--- config.mk ---
export PLATFORM = sky130hd
export DESIGN_NAME = uescr_regs
export DESIGN_NICKNAME = d
export VERILOG_FILES = /design/src/core/uescr_pkg.sv /design/src/core/uescr_regs.sv
export VERILOG_INCLUDE_DIRS = /design/src /design/src/core
export SDC_FILE = /design/constraint.sdc
export NUM_CORES = 1
export LEC_CHECK = 0
export ABC_AREA = 1
export BUFFER_PORTS_ARGS = -buffer_cell sky130_fd_sc_hd__buf_4
export CORE_MARGIN = 8
export CORE_UTILIZATION = 38
export DETAILED_ROUTE_END_ITERATION = 10
export MAX_ROUTING_LAYER = met4
export PLACE_DENSITY = 0.61
export SETUP_SLACK_MARGIN = 0.4
export SLEW_MARGIN = 20
export SYNTH_ARGS = -nofsm -noshare
export SYNTH_HDL_FRONTEND = slang
export SYNTH_SLANG_ARGS = --single-unit
--- constraint.sdc ---
create_clock -name clk -period 3.9 [get_ports clk]
set_clock_uncertainty 0.05 [all_clocks]
set_input_delay 0.39 -clock clk [delete_from_list [all_inputs] [get_ports clk]]
set_output_delay 0.39 -clock clk [all_outputs]
set_load 0.02 [all_outputs]
--- src/core/uescr_consts.svh ---
// register offsets, field positions and reset values for the usb error/status/config slice
`ifndef UESCR_CONSTS_SVH
`define UESCR_CONSTS_SVH

`define UESCR_ADDR_W 4
`define UESCR_OFF_ERR_EN 4'h0
`define UESCR_OFF_STATUS 4'h4
`define UESCR_OFF_CONFIG 4'h8
`define UESCR_OFF_CTRL 4'hC

`define UESCR_RESP_OKAY 2'h0
`define UESCR_RESP_SLVERR 2'h2

`define UESCR_ERR_EN_RST 8'h00
`define UESCR_CFG_RST 8'h00
`define UESCR_CFG_MASK 8'h99
`define UESCR_ERR_EN_MASK 8'hFF
`define UESCR_CTRL_MASK 8'h07

`define UESCR_CFG_EYE 7
`define UESCR_CFG_SIDL 4
`define UESCR_CFG_LOW_SPEED_ONLY 3
`define UESCR_CFG_ASUSP 0

`define UESCR_CTRL_ERR_IE 0
`define UESCR_CTRL_SUSP 1
`define UESCR_CTRL_HOST 2
`define UESCR_CTRL_OVF 3

`define UESCR_STAT_EP_HI 7
`define UESCR_STAT_EP_LO 4
`define UESCR_STAT_DIR 3
`define UESCR_STAT_BANK 2

`endif

--- src/core/uescr_pkg.sv ---
// types for the usb error/status/config slice
package uescr_pkg;
  typedef enum logic [2:0] {
    UESCR_W_IDLE = 3'b001,
    UESCR_W_RESP = 3'b010,
    UESCR_W_RSV = 3'b100
  } uescr_wr_e;
endpackage : uescr_pkg

--- src/core/uescr_regs.sv ---
// usb error-enable, last-transfer status fifo and configuration registers over axi4-lite
//
// Decided for this implementation: the AXI4-Lite slave port and the register addresses.
`timescale 1ns/1ps
`include "uescr_consts.svh"
module uescr_regs
  import uescr_pkg::*;
#(
  parameter int FIFO_DEPTH = 4
) (
  input wire logic clk,
  input wire logic rst,
  input wire logic ce,
  input wire logic [3:0] s_axi_awaddr,
  input wire logic s_axi_awvalid,
  output logic s_axi_awready,
  input wire logic [31:0] s_axi_wdata,
  input wire logic [3:0] s_axi_wstrb,
  input wire logic s_axi_wvalid,
  output logic s_axi_wready,
  output logic [1:0] s_axi_bresp,
  output logic s_axi_bvalid,
  input wire logic s_axi_bready,
  input wire logic [3:0] s_axi_araddr,
  input wire logic s_axi_arvalid,
  output logic s_axi_arready,
  output logic [31:0] s_axi_rdata,
  output logic [1:0] s_axi_rresp,
  output logic s_axi_rvalid,
  input wire logic s_axi_rready,
  input wire logic [7:0] err_flags,
  input wire logic done_push,
  input wire logic [3:0] done_endpoint,
  input wire logic done_tx,
  input wire logic done_odd,
  input wire logic done_clear,
  input wire logic error_irq_master_enable,
  input wire logic cpu_idle,
  input wire logic cpu_sleep,
  output logic transaction_done_flag,
  output logic usb_module_irq,
  output logic [7:0] err_irq_req,
  output logic eye_test_enable,
  output logic low_speed_only,
  output logic module_run,
  output logic module_suspend,
  output logic fifo_overflow
);

  localparam int PW = $clog2(FIFO_DEPTH);

  typedef struct packed {
    uescr_wr_e wst;
    logic [3:0] waddr;
    logic have_aw;
    logic have_w;
    logic [31:0] wdata;
    logic [3:0] wstrb;
    logic [1:0] bresp;
    logic rvalid;
    logic [31:0] rdata;
    logic [1:0] rresp;
    logic [7:0] err_en;
    logic [7:0] cfg;
    logic [2:0] ctrl;
    logic [PW-1:0] rd_ptr;
    logic [PW-1:0] wr_ptr;
    logic [PW:0] count;
    logic ovf;
    logic [7:0] irq_req;
    logic irq;
  } uescr_state_s;

  uescr_state_s st_ff;
  uescr_state_s nxt_st;
  logic [5:0] fifo_mem_ff [FIFO_DEPTH];
  logic [7:0] gated;
  logic head_pop;
  logic do_push;

  // ----------------------------------------------------------------
  // helpers
  // ----------------------------------------------------------------
  function automatic logic [7:0] uescr_merge(input logic [7:0] old, input logic [31:0] d,
                                             input logic [3:0] be, input logic [7:0] msk);
    uescr_merge = be[0] ? (d[7:0] & msk) : old;
  endfunction : uescr_merge

  // one-hot select: bit 0 error enable, 1 status, 2 config, 3 control;
  // shared by both channels so a write and a read never disagree on the map
  function automatic logic [3:0] uescr_decode(input logic [3:0] a);
    case (a)
      `UESCR_OFF_ERR_EN: uescr_decode = 4'h1;
      `UESCR_OFF_STATUS: uescr_decode = 4'h2;
      `UESCR_OFF_CONFIG: uescr_decode = 4'h4;
      `UESCR_OFF_CTRL: uescr_decode = 4'h8;
      default: uescr_decode = 4'h0;
    endcase
  endfunction : uescr_decode

  // status byte from a fifo entry {endpoint, tx, odd}; bits 1..0 unimplemented
  function automatic logic [7:0] uescr_stat_word(input logic [5:0] ent);
    uescr_stat_word = {ent[5:2], ent[1], ent[0], 2'b00};
  endfunction : uescr_stat_word

  // ----------------------------------------------------------------
  // error gating
  // ----------------------------------------------------------------
  // one enable per flag; bit 1 flag source is already muxed by the host/device selection
  genvar gi;
  generate
    for (gi = 0; gi < 8; gi++) begin : g_gate
      assign gated[gi] = err_flags[gi] & st_ff.err_en[gi];
    end
  endgenerate

  assign head_pop = done_clear && (st_ff.count != '0);
  assign do_push = done_push && ((st_ff.count != (PW+1)'(FIFO_DEPTH)) || head_pop);

  // ----------------------------------------------------------------
  // next state
  // ----------------------------------------------------------------
  always_comb begin
    logic wr_go;
    logic rd_go;
    logic [3:0] wsel;
    logic [3:0] rsel;
    logic [7:0] ctrl_w;
    wr_go = 1'b0;
    rd_go = 1'b0;
    wsel = uescr_decode(st_ff.waddr);
    rsel = uescr_decode(s_axi_araddr);
    ctrl_w = uescr_merge({5'h00, st_ff.ctrl}, st_ff.wdata, st_ff.wstrb, `UESCR_CTRL_MASK);
    nxt_st = st_ff;
    // write channel: take address and data in either order
    if (s_axi_awvalid && !st_ff.have_aw && st_ff.wst == UESCR_W_IDLE) begin
      nxt_st.have_aw = 1'b1;
      nxt_st.waddr = s_axi_awaddr;
    end
    if (s_axi_wvalid && !st_ff.have_w && st_ff.wst == UESCR_W_IDLE) begin
      nxt_st.have_w = 1'b1;
      nxt_st.wdata = s_axi_wdata;
      nxt_st.wstrb = s_axi_wstrb;
    end
    case (st_ff.wst)
      UESCR_W_IDLE: begin
        wr_go = st_ff.have_aw && st_ff.have_w;
      end
      UESCR_W_RESP: begin
        if (s_axi_bready) begin
          nxt_st.wst = UESCR_W_IDLE;
        end
      end
      default: begin
        nxt_st.wst = UESCR_W_IDLE;
      end
    endcase
    if (wr_go) begin
      nxt_st.have_aw = 1'b0;
      nxt_st.have_w = 1'b0;
      nxt_st.wst = UESCR_W_RESP;
      // status is read-only: a write there is accepted and dropped
      nxt_st.bresp = (wsel == 4'h0) ? `UESCR_RESP_SLVERR : `UESCR_RESP_OKAY;
      if (wsel[0]) begin
        nxt_st.err_en = uescr_merge(st_ff.err_en, st_ff.wdata, st_ff.wstrb,
                                    `UESCR_ERR_EN_MASK);
      end
      if (wsel[2]) begin
        nxt_st.cfg = uescr_merge(st_ff.cfg, st_ff.wdata, st_ff.wstrb,
                                 `UESCR_CFG_MASK);
      end
      if (wsel[3]) begin
        nxt_st.ctrl = ctrl_w[2:0];
      end
    end
    // read channel: one outstanding read
    if (st_ff.rvalid && s_axi_rready) begin
      nxt_st.rvalid = 1'b0;
    end
    rd_go = s_axi_arvalid && !st_ff.rvalid;
    if (rd_go) begin
      nxt_st.rvalid = 1'b1;
      nxt_st.rresp = (rsel == 4'h0) ? `UESCR_RESP_SLVERR : `UESCR_RESP_OKAY;
      nxt_st.rdata = 32'h0000_0000;
      if (rsel[0]) begin
        nxt_st.rdata[7:0] = st_ff.err_en;
      end
      // head of fifo; reads while empty show stale data, software must check the done flag
      if (rsel[1]) begin
        nxt_st.rdata[7:0] = uescr_stat_word(fifo_mem_ff[st_ff.rd_ptr]);
      end
      if (rsel[2]) begin
        nxt_st.rdata[7:0] = st_ff.cfg;
      end
      // reading the control word clears the sticky overflow; a new overflow wins below
      if (rsel[3]) begin
        nxt_st.rdata[7:0] = {4'h0, st_ff.ovf, st_ff.ctrl};
        nxt_st.ovf = 1'b0;
      end
    end
    // status fifo
    if (head_pop) begin
      nxt_st.rd_ptr = PW'(st_ff.rd_ptr + 1'b1);
    end
    if (do_push) begin
      nxt_st.wr_ptr = PW'(st_ff.wr_ptr + 1'b1);
    end
    nxt_st.count = (PW+1)'(st_ff.count + (do_push ? 1 : 0) - (head_pop ? 1 : 0));
    if (done_push && !do_push) begin
      nxt_st.ovf = 1'b1;
    end
    // interrupt path registered so the output comes from flops
    nxt_st.irq_req = gated;
    nxt_st.irq = (|gated) & error_irq_master_enable;
  end

  // ----------------------------------------------------------------
  // registers
  // ----------------------------------------------------------------
  always_ff @(posedge clk) begin
    if (rst) begin
      st_ff <= '0;
      st_ff.wst <= UESCR_W_IDLE;
      st_ff.err_en <= `UESCR_ERR_EN_RST;
      st_ff.cfg <= `UESCR_CFG_RST;
    end else if (ce) begin
      st_ff <= nxt_st;
    end
  end

  // entry holds endpoint, direction and bank; no reset needed for data
  always_ff @(posedge clk) begin
    if (ce && do_push) begin
      fifo_mem_ff[st_ff.wr_ptr] <= {done_endpoint, done_tx, done_odd};
    end
  end

  // ----------------------------------------------------------------
  // bus outputs
  // ----------------------------------------------------------------
  // no request is taken while frozen, else the master would see it accepted and lost;
  // a response already offered stays offered, so ce should not drop mid-transfer
  assign s_axi_awready = ce && (st_ff.wst == UESCR_W_IDLE) && !st_ff.have_aw;
  assign s_axi_wready = ce && (st_ff.wst == UESCR_W_IDLE) && !st_ff.have_w;
  assign s_axi_bvalid = (st_ff.wst == UESCR_W_RESP);
  assign s_axi_bresp = st_ff.bresp;
  assign s_axi_arready = ce && !st_ff.rvalid;
  assign s_axi_rvalid = st_ff.rvalid;
  assign s_axi_rdata = st_ff.rdata;
  assign s_axi_rresp = st_ff.rresp;

  // ----------------------------------------------------------------
  // status and interrupt outputs
  // ----------------------------------------------------------------
  assign transaction_done_flag = (st_ff.count != '0);
  assign err_irq_req = st_ff.irq_req;
  assign usb_module_irq = st_ff.irq;
  assign fifo_overflow = st_ff.ovf;

  // ----------------------------------------------------------------
  // mode and power outputs
  // ----------------------------------------------------------------
  assign eye_test_enable = st_ff.cfg[`UESCR_CFG_EYE];
  assign low_speed_only = st_ff.cfg[`UESCR_CFG_LOW_SPEED_ONLY];
  assign module_run = !(st_ff.cfg[`UESCR_CFG_SIDL] && cpu_idle) && !module_suspend;
  assign module_suspend = st_ff.ctrl[`UESCR_CTRL_SUSP] ||
                          (st_ff.cfg[`UESCR_CFG_ASUSP] && cpu_sleep);

endmodule : uescr_regs

==> metrics.md <==
| Metric | Value |
|---|---|
| Outcome | complete, no violations |
| Setup-failing EPs final | 0 |
| TritonCTS Buffers | 9 |
| Final std cells w/o fill | 687 |
| First drt pass iteration count | 4 |
| Die H | 119 um |
| Critical path's top delay family | adder cells |
| Worst vdd ir | 0.000230 V |
| Area leader, netlist | dfxtp_1 |
| Boundary pin count | 127 |
| Post-synth ARST share | 0% |
| Layout Nets | 624 |
| Starting Density | 39.2% |
| Crit Path Max Fanout | 5 |
| Worst-Margin Slew | 0.969 ns |
| CP arrival | 2.49 ns |
| Area grow syn2layout | 15.1% |
| Vias in the first global route | 3,299 |
| Clock tree sinks | 86 |
| Post-CTS setup repair buffer count | 0 |
| Number of flops mapped to enable cells by yosys | 24 |
| Slew HR | 35.3% |
| First-pass GRT wire length | 15.6 mm |
| CP Launch Type | flop |
| Row count | 37 |
| Post-Route Utilization | 45.2% |
| Final Slew Violations | 0 |
| Vias | 3,165 |
| P per Cell Area | 408 mW/mm2 |
| Antenna cell count | 0 |
| Worst skew pair latency | 0.35 ns |
| Min cycle time layout | 2.30 ns |
| FMAX | 0.435 GHz |
| Die X | 119 um |
| ANT nets after route | 0 |
| Hold_buf cts | 0 |
| Critical path type | reg2reg |
| Final Hold Viols | 0 |
| Clk pin slew, worst setup/hold paths | 0.09 ns |
| Bufs on Longest Clock Path | 2 |
| Pin count of the biggest net entering global routing | 40 |
| Resize count post-CTS | 0 |
| Root Driver | clkbuf_8 |
| Placed insts | 671 |
| Sequential share of the synthesized area | 48.4% |
| DP Wirelength | 7.18 mm |
| Synth top cells by count | 102 x nand2_1, 62 x dfxtp_1, 52 x a21oi_1 |
| Static Leak | 1.99 nW |
| Synth Area per Inst | 8.18 um2 |
| Cell repeated most along the worst path | a21oi_1 |
| Port Buffers | 73 |
| Antenna violations before repair | 0 |
| Mapped Cells | 495 |
| Synth unique cells | 30 |
| TNS Setup | 0 ns |
| Total track usage | 13.9% |
| First DRT Iteration DRCs | 173 |
| Setup ws final | 1.60 ns |
| CP Buf/Inv Count | 2 |
| Share of the synthesized area in the top cell type | 30.6% |
| RSZ-0062 raised after global routing | no |
| Gr ovfl total | 0 |
| Drt total wl | 9.40 mm |
| Synth warn | 0 |
| Total power | 1.90 mW |
| Via density per instance | 4.61 |
| Crit end category | flop |
| Fin crit share | 59.0% |
| Core area | 0.0103 mm2 |
| CTS tree | yes |
| Htree depth | 3 |
| Top FF cell, synth | dfxtp_1 |
| Per-cell routed wire length | 13.7 um |
| CP peak stage delay | 0.41 ns |
| Worst-path cell chain | nor2_1, a21oi_1, ha_1, inv_1, ha_1, inv_1, fa_1, a21oi_1, o21ai_0, o21ai_0, a21oi_1 |
| Count leader, synth | nand2_1 |
| Max-cap violations | 0 |
| Hold crit path type | in2reg |
| Critical Path RT | 4.09 ns |
| Crit-path slowest cell | dfxtp_1 |
| Pre-CTS setup slack | 1.60 ns |
| Die ar. | 0.0142 mm2 |
| Cell Area, Synth | 0.00405 mm2 |
| DRC | 0 |
| Fraction of layout cells with a size suffix above 1 | 20.1% |
| Synth area leaders | dfxtp_1 31%, edfxtp_1 18%, nand2_1 9.5%, buf_4 8.3%, a21oi_1 6.4% |
| RePlAce Congestion | 0.787 |
| #FFs+latches synth | 86 |
## registers in the layout, summed over array words and instances (netlist names), named ones only
name	flops
st_ff	37
s_axi_rvalid	1
fifo_overflow	1
fifo_mem_ff	24
s_axi_bresp	1
low_speed_only	1
usb_module_irq	1
s_axi_rresp	1
eye_test_enable	1
err_irq_req	8
s_axi_rdata	8
## worst paths after layout
path                         start                 to  slack [ns]  cells past startpoint
setup / recovery         st_ff[11]          st_ff[12]        1.60                     11
setup reg to reg         st_ff[11]          st_ff[12]        1.60                     11
hold / removal    done_endpoint[0]  fifo_mem_ff[2][2]        0.19                      1
hold reg to reg         st_ff[111]         st_ff[111]        0.41                      2
## placed cells by master, fill, tap and decap left out, drive strengths merged
cell and count:
a21oi 52, a31oi 1, buf 73, bufinv 1, clkbuf 10, clkinv 5, clkinvlp 1, conb 26
dfxtp 62, edfxtp 24, fa 1, ha 6, inv 49, nand2 108, nand3 31, nand4 4
nor2 49, nor3 5, o211ai 3, o21ai 40
## worst register-to-register path, cell delays in order (launching register included)
cell     delay (ns)
dfxtp_1        0.41
nor2_1         0.11
a21oi_1        0.25
ha_1           0.28
inv_1          0.06
ha_1           0.13
inv_1          0.05
fa_1           0.37
a21oi_1        0.15
o21ai_0        0.11
o21ai_0        0.17
a21oi_1        0.06
## logic make-up after synthesis
logic type               after synthesis  share of synthesized area, %
buffers and inverters                108                          14.7
AND/OR/NAND/NOR                      197                          22.4
adder cells (fa/ha/maj)                7                          2.35
AO/OA/AOI/OAI                         96                          12.1
flip-flops                            86                          48.4
other                                  1                        0.0926
## per-stage QoR
step	area (um2)	hold WS (ns)
6_report	4660	0.186
5_1_grt	4660	0.164
3_3_place_gp	4460	0.393
4_1_cts	4660	0.169
2_1_floorplan	4150	0.375
3_5_place_dp	4460	0.398
## routing by layer
metal / share of wire [%] / up-vias / GRT usage, %
met5: 0 / - / -
met4: 1.7 / 0 / 5.38
met3: 5.3 / 13 / 2.60
met2: 48 / 91 / 23.4
met1: 45 / 1418 / 16.1
li1: - / 1643 / -
## area by class of cell
cell class | count | area [um2]
Fill cell | 1025 | 5660
Clock buffer | 10 | 138
Timing Repair Buffer | 73 | 548
Sequential cell | 86 | 1960
Multi-Input combinational cell | 326 | 1590
Inverter | 50 | 189
Clock inverter | 6 | 68.8
Tap cell | 136 | 170
## power by group
part,total (mW),internal [mW],switching (mW)
sequential,0.983,0.955,0.0275
clock,0.646,0.317,0.329
combinational,0.276,0.0978,0.178
total,1.90,1.37,0.534
Power figures use the tool's default switching activity.
